File: config.mk
export PLATFORM = sky130hd
export DESIGN_NAME = dc_ctrl
export DESIGN_NICKNAME = d
export VERILOG_FILES = /design/src/logic/dc_pkg.sv /design/src/logic/dc_elapsed.sv /design/src/logic/dc_ctrl.sv
export SDC_FILE = /design/constraint.sdc
export NUM_CORES = 1
export LEC_CHECK = 0
export BUFFER_PORTS_ARGS = -buffer_cell sky130_fd_sc_hd__buf_2
export CORE_ASPECT_RATIO = 0.9
export CORE_MARGIN = 2
export CORE_UTILIZATION = 50
export CTS_BUF_LIST = sky130_fd_sc_hd__clkbuf_8
export DETAILED_ROUTE_END_ITERATION = 8
export GPL_ROUTABILITY_DRIVEN = 0
export PLACE_DENSITY_LB_ADDON = 0.25
export SLEW_MARGIN = 20
export SYNTH_ARGS = -nofsm -noshare
export SYNTH_HDL_FRONTEND = slang
export SYNTH_SLANG_ARGS = --single-unit
File: constraint.sdc
create_clock -name clock_in -period 7.3 [get_ports clock_in]
set_input_delay 0.73 -clock clock_in [delete_from_list [all_inputs] [get_ports clock_in]]
set_output_delay 0.73 -clock clock_in [all_outputs]
set_load 0.01 [all_outputs]
File: src/logic/dc_pkg.sv
// shared constants, timing tables and carrier types for the dram cycle controller
package dc_pkg;

	// clock rate and derived period
	localparam int CLK_MHZ       = 100;
	localparam int CLK_PERIOD_NS = 1000 / CLK_MHZ;

	// widths of the memory side
	localparam int ADDR_W = 10;            // multiplexed row / column address
	localparam int DATA_W = 16;            // two byte lanes
	localparam int BYTE_W = 8;
	localparam int LANES  = 2;
	localparam int LANE_LO = 0;            // lane index of the low byte
	localparam int LANE_HI = 1;            // lane index of the high byte
	localparam int GRADES = 3;             // index 0 fastest, 2 slowest

	// elapsed counters load this on a clear: one cycle passed at the next edge
	localparam int CNT_START = 1;

	// per-grade timing in ns, fastest grade first
	typedef int dc_tab_t [GRADES];
	localparam dc_tab_t T_ROW_PRE_NS       = '{30, 40, 50};  // row strobe high time
	localparam dc_tab_t T_ROW_ACT_NS       = '{50, 60, 70};  // row strobe low time
	localparam dc_tab_t T_ROW_ADDR_HOLD_NS = '{8, 10, 10};   // row address after row fall
	localparam dc_tab_t T_ROW_COL_ADDR_NS  = '{13, 15, 15};  // row fall to column address
	localparam dc_tab_t T_ROW_TO_COL_NS    = '{18, 20, 20};  // row fall to column fall
	localparam dc_tab_t T_COL_ADDR_HOLD_NS = '{10, 10, 15};  // column address after col fall
	localparam dc_tab_t T_COL_LOW_NS       = '{13, 15, 18};  // column strobe low time
	localparam dc_tab_t T_COL_PRE_NS       = '{8, 10, 10};   // column strobe high time
	localparam dc_tab_t T_ROW_COL_LOW_NS   = '{50, 60, 70};  // row fall to column rise
	localparam dc_tab_t T_ROW_HOLD_PRE_NS  = '{30, 35, 40};  // column rise to row rise
	localparam dc_tab_t T_ADDR_ROW_PRE_NS  = '{25, 30, 35};  // column address to row rise
	localparam dc_tab_t T_ADDR_COL_PRE_NS  = '{25, 30, 35};  // column address to col rise
	localparam dc_tab_t T_COL_ROW_PRE_NS   = '{13, 15, 18};  // column fall to row rise
	localparam dc_tab_t T_WE_HOLD_NS       = '{10, 10, 15};  // early write strobe hold
	localparam dc_tab_t T_DATA_HOLD_NS     = '{10, 10, 15};  // write data hold
	localparam dc_tab_t T_WE_COL_PRE_NS    = '{13, 15, 18};  // write low before col rise
	localparam dc_tab_t T_WE_ROW_PRE_NS    = '{13, 15, 18};  // write low before row rise
	localparam dc_tab_t T_RMW_COL_WE_NS    = '{36, 40, 46};  // col fall to write, read-write
	localparam dc_tab_t T_RMW_ADDR_WE_NS   = '{48, 55, 63};  // col address to write
	localparam dc_tab_t T_RMW_ROW_WE_NS    = '{73, 85, 98};  // row fall to write
	localparam dc_tab_t T_OE_TO_DATA_NS    = '{13, 15, 18};  // oe high to data drive
	localparam dc_tab_t T_ACC_COL_NS       = '{13, 15, 18};  // access from column strobe
	localparam dc_tab_t T_ACC_ADDR_NS      = '{25, 30, 35};  // access from column address
	localparam dc_tab_t T_ACC_ROW_NS       = '{50, 60, 70};  // access from row strobe

	// grade independent timing in ns
	localparam int T_BYTE_OVERLAP_NS = 5;   // first byte strobe low after second falls
	localparam int T_COL_ROW_PRE_GAP_NS = 5; // column high around row edges
	localparam int T_CBR_SETUP_NS    = 5;   // column low before row fall, refresh
	localparam int T_CBR_HOLD_NS     = 10;  // column low after row fall, refresh
	localparam int T_WE_PRE_CBR_NS   = 10;  // write high before row fall, refresh
	localparam int T_WE_POST_CBR_NS  = 10;  // write high after row fall, refresh
	localparam int T_WE_PULSE_NS     = 10;  // write strobe low time
	localparam int T_RASP_MAX_NS     = 100000; // longest page-mode row low time
	localparam int T_PAGE_GUARD_NS   = 1000;   // margin kept before the page limit

	// ns to whole cycles, rounded up, at least one
	function automatic int dc_cyc(input int ns);
		int c;
		c = (ns + CLK_PERIOD_NS - 1) / CLK_PERIOD_NS;
		return (c < 1) ? 1 : c;
	endfunction : dc_cyc

	// larger of two
	function automatic int dc_max(input int a, input int b);
		return (a > b) ? a : b;
	endfunction : dc_max

	// user commands
	typedef enum logic [1:0] {
		CMD_READ    = 2'h0,
		CMD_WRITE   = 2'h1,
		CMD_RMW     = 2'h2,
		CMD_REFRESH = 2'h3
	} dc_cmd_t;

	// one user request
	typedef struct packed {
		dc_cmd_t             cmd;
		logic [ADDR_W-1:0]   row;
		logic [ADDR_W-1:0]   col;
		logic [LANES-1:0]    byte_en;
		logic [DATA_W-1:0]   wdata;
	} dc_req_t;

	// every pin driven toward the memory
	typedef struct packed {
		logic                row_strobe_n;
		logic                low_byte_column_strobe_n;
		logic                high_byte_column_strobe_n;
		logic                write_strobe_n;
		logic                output_enable_n;
		logic [ADDR_W-1:0]   address;
		logic [BYTE_W-1:0]   low_byte_data;
		logic [BYTE_W-1:0]   high_byte_data;
		logic                low_byte_data_oe;
		logic                high_byte_data_oe;
	} dc_pins_t;

	// all strobes high, bus released
	localparam dc_pins_t PINS_IDLE = '{
		row_strobe_n: 1'b1, low_byte_column_strobe_n: 1'b1,
		high_byte_column_strobe_n: 1'b1, write_strobe_n: 1'b1,
		output_enable_n: 1'b1, address: '0, low_byte_data: '0,
		high_byte_data: '0, low_byte_data_oe: 1'b0, high_byte_data_oe: 1'b0};

endpackage : dc_pkg

File: src/logic/dc_elapsed.sv
// saturating counter of cycles elapsed since the last clear
`timescale 1ns/1ns
module dc_elapsed #(
	parameter int W = 16
) (
	// clock and reset
	input  wire logic         clock_in,
	input  wire logic         reset_n_in,
	// control
	input  wire logic         clear_in,
	// elapsed cycles
	output logic [W-1:0]      count_out
);
	import dc_pkg::*;

	typedef struct packed {
		logic [W-1:0] count;
	} dc_elapsed_state_t;

	dc_elapsed_state_t state_reg;   // registered count
	dc_elapsed_state_t state_next;  // next count

	// saturating so a long idle reads as "long ago", never wraps to small
	always_comb begin
		state_next = state_reg;
		if (clear_in) begin
			state_next.count = W'(CNT_START);
		end else if (state_reg.count != '1) begin
			state_next.count = state_reg.count + W'(CNT_START);
		end
	end

	// reset to saturated: nothing recent has happened
	always_ff @(posedge clock_in or negedge reset_n_in) begin
		if (!reset_n_in) begin
			state_reg <= '{count: '1};
		end else begin
			state_reg <= state_next;
		end
	end

	assign count_out = state_reg.count;

endmodule : dc_elapsed

File: src/logic/dc_ctrl.sv
// page-mode dram cycle controller driving strobes, address and data pins
`timescale 1ns/1ns
module dc_ctrl #(
	parameter int GRADE       = 0,              // 0 fastest, 2 slowest
	parameter int RASP_MAX_NS = 100000,         // longest page row low time
	parameter int CNT_W       = 16              // elapsed counter width
) (
	// clock and reset
	input  wire logic              clock_in,
	input  wire logic              reset_n_in,
	// user request
	input  wire logic              req_valid_in,
	input  wire dc_pkg::dc_req_t   req_in,
	output logic                   ready_out,
	// read answer
	output logic [dc_pkg::DATA_W-1:0] rdata_out,
	output logic                   rvalid_out,
	// memory pins
	output dc_pkg::dc_pins_t       pins_out,
	input  wire logic [dc_pkg::BYTE_W-1:0] low_byte_data_in,
	input  wire logic [dc_pkg::BYTE_W-1:0] high_byte_data_in
);
	import dc_pkg::*;

	typedef logic [CNT_W-1:0] dc_cnt_t;

	// cycle counts, rounded up per grade
	localparam dc_cnt_t C_ROW_PHASE = CNT_W'(dc_cyc(dc_max(T_ROW_ADDR_HOLD_NS[GRADE],
		T_ROW_COL_ADDR_NS[GRADE])));
	localparam dc_cnt_t C_ROW_TO_COL = CNT_W'(dc_cyc(T_ROW_TO_COL_NS[GRADE]));
	localparam dc_cnt_t C_COL_PRE = CNT_W'(dc_cyc(dc_max(T_COL_PRE_NS[GRADE],
		T_COL_ROW_PRE_GAP_NS)));
	localparam dc_cnt_t C_COL_LOW = CNT_W'(dc_cyc(dc_max(dc_max(dc_max(T_COL_LOW_NS[GRADE],
		T_ACC_COL_NS[GRADE]), dc_max(T_COL_ADDR_HOLD_NS[GRADE], T_WE_HOLD_NS[GRADE])),
		dc_max(dc_max(T_WE_COL_PRE_NS[GRADE], T_DATA_HOLD_NS[GRADE]),
		dc_max(T_BYTE_OVERLAP_NS, T_COL_ROW_PRE_NS[GRADE])))));
	localparam dc_cnt_t C_COL_ADDR = CNT_W'(dc_cyc(dc_max(T_ADDR_COL_PRE_NS[GRADE],
		T_ACC_ADDR_NS[GRADE])));
	localparam dc_cnt_t C_ROW_COL_LOW = CNT_W'(dc_cyc(dc_max(T_ROW_COL_LOW_NS[GRADE],
		T_ACC_ROW_NS[GRADE])));
	localparam dc_cnt_t C_RMW_COL = CNT_W'(dc_cyc(T_RMW_COL_WE_NS[GRADE]));
	localparam dc_cnt_t C_RMW_ADDR = CNT_W'(dc_cyc(T_RMW_ADDR_WE_NS[GRADE]));
	localparam dc_cnt_t C_RMW_ROW = CNT_W'(dc_cyc(T_RMW_ROW_WE_NS[GRADE]));
	localparam dc_cnt_t C_OE_TO_DATA = CNT_W'(dc_cyc(T_OE_TO_DATA_NS[GRADE]));
	localparam dc_cnt_t C_RMW_WE_LOW = CNT_W'(dc_cyc(dc_max(dc_max(T_WE_PULSE_NS,
		T_WE_COL_PRE_NS[GRADE]), dc_max(T_WE_ROW_PRE_NS[GRADE], T_DATA_HOLD_NS[GRADE]))));
	localparam dc_cnt_t C_ROW_HOLD_PRE = CNT_W'(dc_cyc(T_ROW_HOLD_PRE_NS[GRADE]));
	localparam dc_cnt_t C_ADDR_ROW_PRE = CNT_W'(dc_cyc(T_ADDR_ROW_PRE_NS[GRADE]));
	localparam dc_cnt_t C_ROW_ACT = CNT_W'(dc_cyc(T_ROW_ACT_NS[GRADE]));
	localparam dc_cnt_t C_ROW_PRE = CNT_W'(dc_cyc(dc_max(T_ROW_PRE_NS[GRADE],
		T_COL_ROW_PRE_GAP_NS)));
	localparam dc_cnt_t C_CBR_SETUP = CNT_W'(dc_cyc(T_CBR_SETUP_NS));
	localparam dc_cnt_t C_CBR_HOLD = CNT_W'(dc_cyc(dc_max(T_CBR_HOLD_NS, T_WE_POST_CBR_NS)));
	localparam int      PAGE_LIMIT_CYC = dc_cyc(RASP_MAX_NS) - dc_cyc(T_PAGE_GUARD_NS);
	localparam dc_cnt_t C_PAGE_LIMIT = CNT_W'(PAGE_LIMIT_CYC);

	// refuse settings the logic cannot serve
	if (GRADE < 0 || GRADE >= GRADES) begin : g_bad_grade
		$error("dc_ctrl: speed grade out of range");
	end
	if (PAGE_LIMIT_CYC < 1 || dc_cyc(RASP_MAX_NS) >= (1 << CNT_W) - 1) begin : g_bad_cnt
		$error("dc_ctrl: counter width too small for page limit");
	end

	// one-hot sequencer states
	typedef enum logic [11:0] {
		S_IDLE      = 12'h001,  // bank closed, precharged
		S_ROW       = 12'h002,  // row strobe low, row address held
		S_RCOL      = 12'h004,  // column address out, waiting to strobe
		S_COL       = 12'h008,  // column low: read or early write
		S_RMW_READ  = 12'h010,  // read-write: reading with oe low
		S_RMW_TURN  = 12'h020,  // oe released, bus turnaround
		S_RMW_WRITE = 12'h040,  // write strobe low, data driven
		S_CPRE      = 12'h080,  // column precharge, page open
		S_RPRE      = 12'h100,  // row precharge
		S_CBR_COL   = 12'h200,  // refresh: column low first
		S_CBR_ROW   = 12'h400,  // refresh: row low with column low
		S_CBR_END   = 12'h800   // refresh: column high, row still low
	} dc_state_t;

	// whole module state
	typedef struct packed {
		dc_state_t          st;
		dc_pins_t           pins;
		dc_req_t            cur;     // request in service or pending
		logic               pend;    // cur waits for the bank to close
		logic               ready;
		logic [DATA_W-1:0]  rdata;
		logic               rvalid;
	} dc_core_t;

	localparam dc_core_t CORE_RESET = '{st: S_RPRE, pins: PINS_IDLE, cur: '0,
		pend: 1'b0, ready: 1'b0, rdata: '0, rvalid: 1'b0};

	dc_core_t core_reg;    // registered state
	dc_core_t core_next;   // next state
	dc_cnt_t  ras_cnt;     // cycles since row strobe edge
	dc_cnt_t  cas_cnt;     // cycles since column strobe edge
	dc_cnt_t  addr_cnt;    // cycles since address change
	dc_cnt_t  st_cnt;      // cycles in current state
	logic     take;        // request accepted this cycle
	logic     page_ok;     // offered request can reuse the open row
	logic     close_ok;    // row strobe may rise now
	dc_req_t  start_req;   // request that starts from idle
	logic [LANES-1:0] lanes; // byte lanes strobed this access

	// drive write data on the enabled lanes
	function automatic dc_pins_t drive_data(input dc_pins_t p, input dc_req_t r);
		dc_pins_t q;
		q = p;
		q.low_byte_data     = r.wdata[BYTE_W-1:0];
		q.high_byte_data    = r.wdata[DATA_W-1:BYTE_W];
		q.low_byte_data_oe  = r.byte_en[LANE_LO];
		q.high_byte_data_oe = r.byte_en[LANE_HI];
		q.write_strobe_n    = 1'b0;
		return q;
	endfunction : drive_data

	// column address out; early write lowers write strobe ahead of the strobes
	function automatic dc_pins_t col_pins(input dc_pins_t p, input dc_req_t r);
		dc_pins_t q;
		q = p;
		q.address = r.col;
		if (r.cmd == CMD_WRITE) begin
			q = drive_data(q, r);
		end
		return q;
	endfunction : col_pins

	// sequencer
	always_comb begin
		core_next = core_reg;
		core_next.rvalid = 1'b0;
		take      = core_reg.ready && req_valid_in;
		// a write straight after a read closes the row: memory outputs need time to turn off
		page_ok   = (req_in.cmd != CMD_REFRESH) && (req_in.row == core_reg.cur.row)
			&& (ras_cnt < C_PAGE_LIMIT)
			&& !(req_in.cmd == CMD_WRITE && core_reg.cur.cmd == CMD_READ);
		close_ok  = (cas_cnt >= C_ROW_HOLD_PRE) && (addr_cnt >= C_ADDR_ROW_PRE)
			&& (ras_cnt >= C_ROW_ACT);
		start_req = core_reg.pend ? core_reg.cur : req_in;
		lanes     = (core_reg.cur.cmd == CMD_WRITE) ? core_reg.cur.byte_en : '1;
		case (core_reg.st)
			S_IDLE: begin
				// pending request first; it was taken while the row closed
				if (core_reg.pend || take) begin
					core_next.cur  = start_req;
					core_next.pend = 1'b0;
					if (start_req.cmd == CMD_REFRESH) begin
						// write strobe has been high through the whole precharge
						core_next.pins.low_byte_column_strobe_n  = 1'b0;
						core_next.pins.high_byte_column_strobe_n = 1'b0;
						core_next.st = S_CBR_COL;
					end else begin
						core_next.pins.row_strobe_n = 1'b0;
						core_next.pins.address      = start_req.row;
						core_next.st = S_ROW;
					end
				end
			end
			S_ROW: begin
				// row address stays until both its hold and the column delay pass
				if (st_cnt >= C_ROW_PHASE) begin
					core_next.pins = col_pins(core_reg.pins, core_reg.cur);
					core_next.st   = S_RCOL;
				end
			end
			S_RCOL: begin
				// also covers the column precharge when arriving from a page hit
				if (ras_cnt >= C_ROW_TO_COL && cas_cnt >= C_COL_PRE) begin
					// strobed lanes fall together; the device takes either order
					core_next.pins.low_byte_column_strobe_n  = !lanes[LANE_LO];
					core_next.pins.high_byte_column_strobe_n = !lanes[LANE_HI];
					if (core_reg.cur.cmd != CMD_WRITE) begin
						core_next.pins.output_enable_n = 1'b0;
					end
					core_next.st = (core_reg.cur.cmd == CMD_RMW) ? S_RMW_READ : S_COL;
				end
			end
			S_COL: begin
				// access time taken from the slowest path, so a late column is fine
				if (cas_cnt >= C_COL_LOW && addr_cnt >= C_COL_ADDR
					&& ras_cnt >= C_ROW_COL_LOW) begin
					if (core_reg.cur.cmd == CMD_READ) begin
						core_next.rdata  = {high_byte_data_in, low_byte_data_in};
						core_next.rvalid = 1'b1;
					end
					// both lanes rise together, well past the overlap time
					core_next.pins.low_byte_column_strobe_n  = 1'b1;
					core_next.pins.high_byte_column_strobe_n = 1'b1;
					core_next.pins.output_enable_n   = 1'b1;
					core_next.pins.write_strobe_n    = 1'b1;
					core_next.pins.low_byte_data_oe  = 1'b0;
					core_next.pins.high_byte_data_oe = 1'b0;
					core_next.st = S_CPRE;
				end
			end
			S_RMW_READ: begin
				// write strobe held off until all three read-write delays pass
				if (cas_cnt >= C_RMW_COL && addr_cnt >= C_RMW_ADDR
					&& ras_cnt >= C_RMW_ROW) begin
					core_next.rdata  = {high_byte_data_in, low_byte_data_in};
					core_next.rvalid = 1'b1;
					core_next.pins.output_enable_n = 1'b1;
					core_next.st = S_RMW_TURN;
				end
			end
			S_RMW_TURN: begin
				// memory outputs must be off before we drive the bus
				if (st_cnt >= C_OE_TO_DATA) begin
					core_next.pins = drive_data(core_reg.pins, core_reg.cur);
					core_next.st   = S_RMW_WRITE;
				end
			end
			S_RMW_WRITE: begin
				if (st_cnt >= C_RMW_WE_LOW) begin
					core_next.pins.low_byte_column_strobe_n  = 1'b1;
					core_next.pins.high_byte_column_strobe_n = 1'b1;
					core_next.pins.write_strobe_n    = 1'b1;
					core_next.pins.low_byte_data_oe  = 1'b0;
					core_next.pins.high_byte_data_oe = 1'b0;
					core_next.st = S_CPRE;
				end
			end
			S_CPRE: begin
				// same-row access within the page limit, except a write after a read: stay open; anything else waits while the row closes
				if (take && page_ok) begin
					core_next.cur  = req_in;
					core_next.pins = col_pins(core_reg.pins, req_in);
					core_next.st   = S_RCOL;
				end else begin
					if (take) begin
						core_next.cur  = req_in;
						core_next.pend = 1'b1;
					end
					if (close_ok) begin
						core_next.pins.row_strobe_n = 1'b1;
						core_next.st = S_RPRE;
					end
				end
			end
			S_RPRE: begin
				// also keeps columns high long enough after the row rise
				if (ras_cnt >= C_ROW_PRE) begin
					core_next.st = S_IDLE;
				end
			end
			S_CBR_COL: begin
				if (cas_cnt >= C_CBR_SETUP) begin
					core_next.pins.row_strobe_n = 1'b0;
					core_next.st = S_CBR_ROW;
				end
			end
			S_CBR_ROW: begin
				// write strobe never leaves high during a refresh
				if (ras_cnt >= C_CBR_HOLD) begin
					core_next.pins.low_byte_column_strobe_n  = 1'b1;
					core_next.pins.high_byte_column_strobe_n = 1'b1;
					core_next.st = S_CBR_END;
				end
			end
			S_CBR_END: begin
				if (ras_cnt >= C_ROW_ACT) begin
					core_next.pins.row_strobe_n = 1'b1;
					core_next.st = S_RPRE;
				end
			end
			default: begin
				// illegal code: release the memory and precharge
				core_next = CORE_RESET;
			end
		endcase
		core_next.ready = !core_next.pend
			&& (core_next.st == S_IDLE || core_next.st == S_CPRE);
	end

	// single state register
	always_ff @(posedge clock_in or negedge reset_n_in) begin
		if (!reset_n_in) begin
			core_reg <= CORE_RESET;
		end else begin
			core_reg <= core_next;
		end
	end

	// interval counters restart on the edge that starts each interval
	dc_elapsed #(.W(CNT_W)) u_ras_cnt (
		.clock_in   (clock_in),
		.reset_n_in (reset_n_in),
		.clear_in   (core_next.pins.row_strobe_n != core_reg.pins.row_strobe_n),
		.count_out  (ras_cnt)
	);
	dc_elapsed #(.W(CNT_W)) u_cas_cnt (
		.clock_in   (clock_in),
		.reset_n_in (reset_n_in),
		.clear_in   ((core_next.pins.low_byte_column_strobe_n
			!= core_reg.pins.low_byte_column_strobe_n)
			|| (core_next.pins.high_byte_column_strobe_n
			!= core_reg.pins.high_byte_column_strobe_n)),
		.count_out  (cas_cnt)
	);
	dc_elapsed #(.W(CNT_W)) u_addr_cnt (
		.clock_in   (clock_in),
		.reset_n_in (reset_n_in),
		.clear_in   (core_next.pins.address != core_reg.pins.address),
		.count_out  (addr_cnt)
	);
	dc_elapsed #(.W(CNT_W)) u_st_cnt (
		.clock_in   (clock_in),
		.reset_n_in (reset_n_in),
		.clear_in   (core_next.st != core_reg.st),
		.count_out  (st_cnt)
	);

	// outputs straight from the state register
	assign pins_out   = core_reg.pins;
	assign ready_out  = core_reg.ready;
	assign rdata_out  = core_reg.rdata;
	assign rvalid_out = core_reg.rvalid;

endmodule : dc_ctrl

=== Word level (Yosys, flattened, before mapping) ===
Index checks and enable logic that the tools add are counted.

* Flip-flop bits (word level): 168
* Input bits: 59

* $add $sub $neg: 4
* $lt $le $gt $ge: 13
* Equality and inequality tests: 44
* Mux-type cells: 58
* Bitwise gates (word level): 8
* Reduce and logical (&&, ||, !) cells: 40

{| class="wikitable"
|+ Operators with widths
! cell !! number
|-
| 12-bit one-hot mux with 12 select lines || 1
|-
| 16-bit two-way mux || 8
|-
| 41-bit one-hot mux with 3 select lines || 1
|-
| 16-bit by 2-bit >= comparator with 1-bit output, second input constant || 6
|-
| 30-bit two-way mux || 3
|-
| 45-bit two-way mux || 2
|-
| 41-bit two-way mux || 2
|-
| 40-bit two-way mux || 2
|-
| 12-bit two-way mux || 6
|-
| 16-bit by 1-bit adder with 16-bit output, second input constant || 4
|-
| 16-bit inequality test, second input constant || 4
|-
| 16-bit one-hot mux with 4 select lines || 1
|-
| 13-bit two-way mux || 4
|-
| 17-bit two-way mux || 3
|-
| 17-bit one-hot mux with 3 select lines || 1
|-
| 10-bit one-hot mux with 5 select lines || 1
|-
| 16-bit by 3-bit >= comparator with 1-bit output, second input constant || 3
|-
| 16-bit by 1-bit >= comparator with 1-bit output, second input constant || 2
|-
| 10-bit two-way mux || 3
|-
| 2-bit inequality test, second input constant || 14
|-
| 12-bit by 1-bit equality test with 1-bit output, second input constant || 2
|-
| 12-bit by 8-bit equality test with 1-bit output, second input constant || 2
|-
| 10-bit OR reduction || 2
|-
| 2-bit one-hot mux with 9 select lines || 1
|-
| other kinds (44) || 89
|}

=== Depth between registers and ports, before layout ===
Gate-level depths: netlist (run 1).

* Word-level depth: 10
* Depth in mapped cells: 12
* Gate-level depth less buffers: 10

=== By module ===
Synthesis (run 1) repeated with hierarchy kept, for this count alone.

* Cells, all modules: 1,014
* Area total of the unflattened synthesis: 9,769.4 µm²

{| class="wikitable"
|+ By module, submodules not included
! module !! instances !! cells an instance !! area each (µm²) !! seq. area each (µm²)
|-
| dc_ctrl || 1 || 635 || 6,068.3 || 2,610.0
|-
| dc_elapsed at u_addr_cnt ... || 3 || 96 || 930.9 || 420.4
|-
| dc_elapsed at u_st_cnt || 1 || 91 || 908.4 || 420.4
|}

=== Worst setup path before layout (run 1) ===
No wires, ideal clock.

* Path kind: input to register
* Start point: input req_in[36] in the netlist's numbering
* End point: register u_st_cnt.state_reg (netlist bit u_st_cnt.count_out[10])
* Setup time: 0.088 ns
* Data arrival time: 2.931 ns
* Required time: 7.212 ns
* Setup slack: 4.281 ns
* Stages on the path: 8
* Cells stage by stage: xor2_1 > nor4_1 > nand4_1 > o311ai_0 > or4b_1 > a21oi_1 > clkbuf_1 > nor2_1

* Cells in the longest elaborated chain, start to end: 9
* Elaborated cells between the ends (all ways): 10
* Classes of those cells: eq/ne (2); mux (3); reduce/logical (5)

{| class="wikitable"
|+ RTL lines
! what !! line !! text
|-
| from (decl) || dc_ctrl.sv:13 || <nowiki>input wire dc_pkg::dc_req_t req_in,</nowiki>
|-
| 10-bit equality test * || dc_ctrl.sv:136 || <nowiki>page_ok = (req_in.cmd != CMD_REFRESH) && (req_in.row == core_reg.cur.row)</nowiki>
|-
| 1-bit logical AND * || dc_ctrl.sv:136 ||
|-
| 1-bit logical AND * || dc_ctrl.sv:137 || <nowiki>&& (ras_cnt < C_PAGE_LIMIT)</nowiki>
|-
| 1-bit logical AND * || dc_ctrl.sv:138 || <nowiki>&& !(req_in.cmd == CMD_WRITE && core_reg.cur.cmd == CMD_READ);</nowiki>
|-
| 1-bit logical AND * || dc_ctrl.sv:227 || <nowiki>if (take && page_ok) begin</nowiki>
|-
| 13-bit two-way mux * || dc_ctrl.sv:227 ||
|-
| 12-bit one-hot mux with 12 select lines * || dc_ctrl.sv:143 || <nowiki>case (core_reg.st)</nowiki>
|-
| 12-bit inequality test * || dc_ctrl.sv:311 || <nowiki>.clear_in (core_next.st != core_reg.st),</nowiki>
|-
| 16-bit two-way mux / 2-bit nonzero test (equally long branches) || n/a ||
|-
| to (signal assigned) || dc_elapsed.sv:36 || <nowiki>state_reg <= '{count: '1};</nowiki>
|-
| to (signal assigned) || dc_elapsed.sv:38 || <nowiki>state_reg <= state_next;</nowiki>
|-
| to (decl) || dc_elapsed.sv:20 || <nowiki>dc_elapsed_state_t state_reg;</nowiki>
|}

Mark *: on every way between the ends. The rest lies on a longest branch, timed or not.
A chain may end at the register's enable or synchronous reset.

=== Worst setup path after layout (run 1) ===
* Start point: register core_reg[99] in the netlist's numbering
* End point: register u_addr_cnt.state_reg (netlist bit u_addr_cnt.count_out[0])

* Cells in the longest elaborated chain, start to end: 5
* Elaborated cells between the ends (all ways): 17
* Classes of those cells: eq/ne (13); mux (2); reduce/logical (2)

{| class="wikitable"
|+ RTL lines
! what !! line !! text
|-
| from (decl) || dc_ctrl.sv:95 || <nowiki>dc_core_t core_reg;</nowiki>
|-
| from (signal assigned) || dc_ctrl.sv:282 || <nowiki>core_reg <= core_next;</nowiki>
|-
| 12-bit equality test (tied with other cells) || dc_ctrl.sv:143 ||
|-
| 8-bit OR reduction (no line) || n/a ||
|-
| 10-bit one-hot mux with 5 select lines * || dc_ctrl.sv:143 ||
|-
| 10-bit inequality test * || dc_ctrl.sv:305 || <nowiki>.clear_in (core_next.pins.address != core_reg.pins.address),</nowiki>
|-
| 16-bit two-way mux / 2-bit nonzero test (equally long branches) || n/a ||
|-
| to (signal assigned) || dc_elapsed.sv:36 ||
|-
| to (signal assigned) || dc_elapsed.sv:38 ||
|-
| to (decl) || dc_elapsed.sv:20 ||
|}

Marked as above.

==> results.cfg, run 1 <==
[drt]
drt.antenna.violating_nets = 0
first_iter_violations = 618
drt_wl_total_um = 22200
vias_per_cell = 6.03
dr.pass1.iters = 7
wire_per_inst_um = 17.9
vias = 7488
drc = 0

[pwr]
power_density_nw_per_um2 = 251
combPwrFrac = 0.291
switching_share = 0.373
vdd_drop_max_mv = 0.134
p_leak_uw = 0.00454
seqPwrFrac = 0.435
power.switching_uw = 965
internal_power_uw = 1620
clockPowerShare = 0.274

[flow_run]
maxCapViolCount = 0

[critical_path]
endpoint = u_addr_cnt.count_out[0]
r2r_slack_ns = 3.43
worstPathMaxFanout = 16
crit_path_end_kind = flop
worst-endpoint-arrival_ns = 4.25
cp-start-kind = flop
critPathKind = reg2reg
reg2reg_depth = 8
setup.worst_path.start = core_reg[99]
reg2reg_from = core_reg[99]
r2r-end = u_addr_cnt.count_out[0]
required_ns = 7.68

[clock_network]
cts_max_level = 4
clock_path_buffers = 2
insertion_delay_ns = 0.47
cts_setup_buffers = 0
clock-sinks = 168
cts-root-buf = clkbuf_8
clk_pin_slew_ns = 0.09
cts_tree = built
cts_buffers = 17
cts_hold_buffers = 0
cts_resized = 0

[final_layout]
syn2layout_area_growth_pct = 8.89
layout-drive-gt1-share = 0.275
regArea_um2 = 4290
final_nets = 1054
antenna_cells = 0
multi_input_area_um2 = 4580
post-route-cell-area_um2 = 10300
nFillCells = 1633
largest_register_ff_count = 53

[floorplan]
chipHeight_um = 135
core_area_um2 = 18500
start_util = 0.513
dieArea_um2 = 20100
num_rows = 47
die_x_um = 149
num_io_pins = 110

[timing]
fmax_mhz = 258
rsz0062_at_grt = no
hold_viol = 0
setup_viol = 0
slew_headroom = 0.354
post-route-period-util = 0.530
tns_ns = 0
worst_pin_slew_ns = 0.969
slew_violations = 0
fin_crit_ns = 3.87
fin_skew_ns = 0.0202

[placed_design]
io_buffers = 109
dp_hpwl_um = 15900
placed_area_um2 = 9870

[logic_synthesis]
yosysUniqueCellTypes = 74
synth_edf_count = 0
ys_async_sr_fraction = 1.00
synth_fp_nets = 1007
postSynthAreaPerCell_um2 = 10.1
ys_ff_latch = 168
yosysSeqAreaShare = 0.453
syn_area_um2 = 9470
synthCells = 936
yosysWarnings = 0
synth_ff_type = dfrtp_1

[min_path]
holdCritPathClass = in2async

[status]
outcome = finished, final reports clean

[global_routing]
grt_max_degree = 96
grt_pass1_wl_um = 36300
gr-total-overflow = 0
antenna_found_initial = 0
grt_use_total = 0.226
grt_pass1_vias = 7020
[layer usage]
layer,wire (um),vias to the layer above,part of all wire,global-route usage
met2,10100,252,0.45,0.337
met5,0,-,0,0
met4,312,0,0.014,0.0640
met3,1480,30,0.067,0.0571
met1,10300,3677,0.46,0.328
li1,-,3529,-,-
[cell usage after synthesis (6+ instances only)]
cell type,count,area share
a21o_1,6,0.0048
a21oi_1,18,0.0095
a22o_1,36,0.033
a2bb2oi_1,6,0.0055
a32o_1,40,0.042
and2_1,8,0.0053
and3_1,11,0.0073
and4_1,10,0.0092
buf_4,50,0.040
clkbuf_1,33,0.013
dfrtp_1,98,0.26
dfstp_2,70,0.19
ha_1,12,0.016
inv_1,25,0.0099
mux2_2,21,0.025
mux2i_1,14,0.015
nand2_1,65,0.026
nand2b_1,11,0.0073
nand3_1,42,0.022
nand4_1,22,0.015
nand4b_1,6,0.0055
nor2_1,83,0.033
nor2b_1,7,0.0046
nor3_1,20,0.011
nor3_2,11,0.012
nor4_1,21,0.014
o211ai_1,7,0.0055
o21ai_0,22,0.012
or3_1,6,0.0040
xnor2_1,20,0.018
xor2_1,43,0.040
[layout by cell type, fill, tap and decap left out, drive strengths merged, types with 22 or more instances in the layout]
| master | netlist | layout |
|---|---|---|
| nor2 | 83 | 83 |
| buf | 57 | 118 |
| dfstp | 70 | 70 |
| nand2 | 65 | 65 |
| nand3 | 42 | 42 |
| dfrtp | 98 | 98 |
| nand4 | 22 | 22 |
| nor4 | 22 | 22 |
| inv | 25 | 32 |
| xor2 | 43 | 43 |
| o21ai | 25 | 25 |
| a22o | 36 | 36 |
| nor3 | 31 | 31 |
| a32o | 40 | 40 |
[worst max-delay path, stage by stage (launching register included)]
cell      delay (ns)
dfrtp_1         0.45
nor4_2          0.54
nand4_1         0.53
or3_1           0.69
o21ai_0         0.36
o32ai_1         0.14
a221oi_2        0.26
a31oi_4         0.33
or3_1           0.46
[final cells by class]
cell class	instances	area share
Sequential cell	168	0.416
Multi-Input combinational cell	653	0.444
Clock inverter	15	0.0183
Inverter	25	0.00910
Tap cell	245	0.0297
Clock buffer	17	0.0227
Timing Repair Buffer	118	0.0601
[logic make-up (layout without fill, tap and decap cells)]
| kind of cell | after synthesis | in the layout | synth area share |
|---|---|---|---|
| buffers and inverters | 115 | 175 | 0.0669 |
| AOI/OAI and AO/OA | 190 | 190 | 0.163 |
| adders and majority gates | 12 | 12 | 0.0159 |
| DFF | 168 | 168 | 0.453 |
| and+or+nand+nor | 353 | 353 | 0.203 |
| muxes | 35 | 35 | 0.0398 |
| xor gates and xnor gates | 63 | 63 | 0.0583 |
[per-stage QoR]
step | total power, uW | hold WS (ns) | utilization | cells | worst slack (ns)
final | 2580 | 0.370 | 0.558 | 1241 | 3.43
after global routing | 2740 | 0.402 | 0.558 | 1241 | 3.20
after CTS | 2600 | 0.372 | 0.558 | 1241 | 3.50
after detailed placement | 1880 | 0.477 | 0.535 | 1209 | 3.43
after global placement | 1870 | 0.474 | 0.535 | 1209 | 3.62
after floorplan | 1650 | 0.434 | - | 936 | 4.28
[worst min-delay path by stage]
stage	depth (start not counted)	endpoint
after CTS	1	rdata_out[14]
after global placement	1	core_reg[19]
after global routing	1	core_reg[92]
final	1	rdata_out[14]
after floorplan	0	core_reg[101]
after detailed placement	1	rdata_out[1]
[power groups by stage]
stage / sequential, uW / clock [uW] / combinational (uW)
6_report: 1120 / 708 / 752
5_1_grt: 1140 / 768 / 832
4_1_cts: 1120 / 729 / 747
3_5_place_dp: 1140 / 0 / 743
3_3_place_gp: 1140 / 0 / 736
2_1_floorplan: 1110 / 0 / 537
Power figures use the tool's default switching activity.
==> run 2: changes to the inputs <==
Settings changed: ABC_AREA set to 1.
Clock period 7.3 ns to 4 ns, I/O delays scaled along.
==> run 2 against run 1 <==
Die area increased by 13%. Flip-flop and latch count is the same. Design area increased by 13%. Fmax is 17% higher. Total power up 130%. Synthesized cell count is 54% higher. Combinational power rose to 3.3 times the previous value. Critical path depth rose by 11. Clock power grew 78%. Largest cell class unchanged.
==> results.cfg, run 2 <==
[timing]
fin_skew_ns = 0.0238
slew_violations = 0
fin_crit_ns = 3.31
worst_pin_slew_ns = 0.685
fmax_mhz = 302
hold_viol = 0
rsz0062_at_grt = no
setup_viol = 0
post-route-period-util = 0.829
tns_ns = 0
slew_headroom = 0.544
fin_ws_ns = 0.686

[pwr]
switching_share = 0.456
vdd_drop_max_mv = 0.325
combPwrFrac = 0.417
internal_power_uw = 3220
power.switching_uw = 2700
seqPwrFrac = 0.369
power_density_nw_per_um2 = 507
clockPowerShare = 0.214
p_leak_uw = 0.00533

[logic_synthesis]
ys_async_sr_fraction = 1.00
synth_edf_count = 0
yosysMostFrequentCell = nand2_1
yosysSeqAreaShare = 0.398
ys_ff_latch = 168
synth.top_cells.by_count = nand2_1 (287), inv_1 (203), nor2_1 (159)
synthCells = 1440
yosysWarnings = 0
synth_top_cell_area_share = 0.227
syn_area_um2 = 10800
synth_fp_nets = 1511
yosys.area.top_type = dfrtp_1
synth_ff_type = dfrtp_1
yosysUniqueCellTypes = 51
ys_top_cells_by_area = dfrtp_1 (23%), dfstp_2 (17%), nand2_1 (10%), inv_1 (7.1%), nor2_1 (5.5%)
postSynthAreaPerCell_um2 = 7.49

[critical_path]
cp-start-kind = flop
worstPathMaxFanout = 13
worst-endpoint-arrival_ns = 3.74
crit_chain = inv_2 > nand2_1 > nor2_1 > nand2_1 > nor2_1 > nand2_1 > nor2_2 > nand3_2 > nand2_1 > nand3_2 > nand2_1 > nand2_1 > nand2_1 > nand3_1 > nor2_1 > nand3_2 > a21oi_1 > nand2_1 > inv_1
required_ns = 4.43
crit_path_end_kind = flop
critPathKind = reg2reg
cp_common_cell = nand2_1
cp_top_family = simple AND/OR/NAND/NOR gates
max_stage_delay_ns = 0.41
slowest_stage = nor2_2
path_buf_inv = 2

[placed_design]
dp_hpwl_um = 21500
pre_cts_ws_ns = 0.727
io_buffers = 109
placed_area_um2 = 11200

[floorplan]
die_x_um = 159
start_util = 0.514
dieArea_um2 = 22800
core_area_um2 = 21000
chipHeight_um = 143
num_rows = 50
num_io_pins = 110

[final_layout]
final_cell_mix = nand2_1 (287), inv_1 (203), nor2_1 (159)
final_util = 0.556
final_nets = 1569
nFillCells = 2032
post-route-cell-area_um2 = 11700
antenna_cells = 0
syn2layout_area_growth_pct = 8.16
largest_register_ff_count = 53
final_common_cell = nand2_1
layout-drive-gt1-share = 0.202

[global_routing]
grt_pass1_wl_um = 47400
grt_pass1_vias = 9529
grt_use_total = 0.258
antenna_found_initial = 0
gr-total-overflow = 0
grt_max_degree = 72

[drt]
dr.pass1.iters = 5
drc = 0
drt.antenna.violating_nets = 0
first_iter_violations = 869
wire_per_inst_um = 15.9
vias_per_cell = 5.58
drt_wl_total_um = 28700
vias = 10029

[status]
outcome = finished, final reports clean

[clock_network]
cts_tree = built
clock_path_buffers = 2
cts_setup_buffers = 0
insertion_delay_ns = 0.48
cts_hold_buffers = 1
cts_resized = 0
cts_max_level = 4
cts-root-buf = clkbuf_8
cts_buffers = 17
clock-sinks = 168
clk_pin_slew_ns = 0.12

[min_path]
holdCritPathClass = in2reg

[flow_run]
maxCapViolCount = 0
run 2: changes by cell type after synthesis, sizes merged, moves of 21 or more:
cell	previous run	this run
a22o	36	0
a31oi	3	24
a32o	40	18
inv	25	220
mux2	21	0
nand2	65	297
nand3	42	115
nand4	22	52
nor2	83	182
o21ai	25	97
run 2: worst reg2reg max path, stage by stage (launching register included):
cell,delay (ns)
dfstp_2,0.40
inv_2,0.07
nand2_1,0.08
nor2_1,0.16
nand2_1,0.06
nor2_1,0.10
nand2_1,0.08
nor2_2,0.41
nand3_2,0.27
nand2_1,0.22
nand3_2,0.23
nand2_1,0.13
nand2_1,0.08
nand2_1,0.08
nand3_1,0.10
nor2_1,0.18
nand3_2,0.30
a21oi_1,0.22
nand2_1,0.07
inv_1,0.05
run 2: path summary, 6_finish.rpt:
kind | from | end | slack (ns) | cells after the start
max | u_ras_cnt.count_out[15] | u_addr_cnt.count_out[11] | 0.69 | 19
min reg2reg | core_reg[27] | core_reg[27] | 0.50 | 1
max reg2reg | u_ras_cnt.count_out[15] | u_addr_cnt.count_out[11] | 0.69 | 19
max in group asynchronous | reset_n_in | u_st_cnt.count_out[9] | 2.66 | 3
min in group asynchronous | reset_n_in | core_reg[37] | 0.45 | 2
min | low_byte_data_in[7] | rdata_out[7] | 0.12 | 3
run 2: area by class of cell:
| cell class | instances | area, um2 | area share |
|---|---|---|---|
| clock buffers | 17 | 234 | 0.0201 |
| multi-input cells | 963 | 5070 | 0.435 |
| clock inverters | 15 | 184 | 0.0158 |
| flip-flops and latches | 168 | 4290 | 0.368 |
| repair buffers | 124 | 679 | 0.0583 |
| well taps | 286 | 358 | 0.0307 |
| inverters | 224 | 843 | 0.0723 |
run 2: logic make-up (layout without fill, tap and decap cells):
group                    Yosys count  after routing  synth area share
AND/OR/NAND/NOR                  714            714             0.308
buffers and inverters            309            380             0.132
AO/OA/AOI/OAI                    206            206             0.123
flip-flops                       168            168             0.398
XOR/XNOR                          30             30            0.0244
adder cells (fa/ha/maj)           12             12            0.0139
multiplexers                       1              1          0.000929
run 2: power by group through the flow:
stage	clock, uW	sequential (uW)	combinational [uW]
after detailed placement	0	2210	2450
after floorplan	0	2170	1930
after CTS	1300	2180	2460
final	1260	2180	2470
after global placement	0	2200	2430
after global routing	1370	2220	2750
run 2: metal layers:
layer / wire length [um] / up-vias / global-route usage
li1: - / 4826 / -
met3: 2540 / 69 / 0.0586
met4: 753 / 0 / 0.100
met2: 12700 / 451 / 0.406
met5: 0 / - / 0
met1: 12700 / 4683 / 0.350
run 2: stage by stage:
step	hold slack, ns	instances	power, uW
final	0.123	1797	5910
after global routing	0.112	1797	6340
after CTS	0.0986	1797	5940
after detailed placement	0.449	1764	4660
after global placement	0.450	1764	4630
after floorplan	0.104	1440	4090
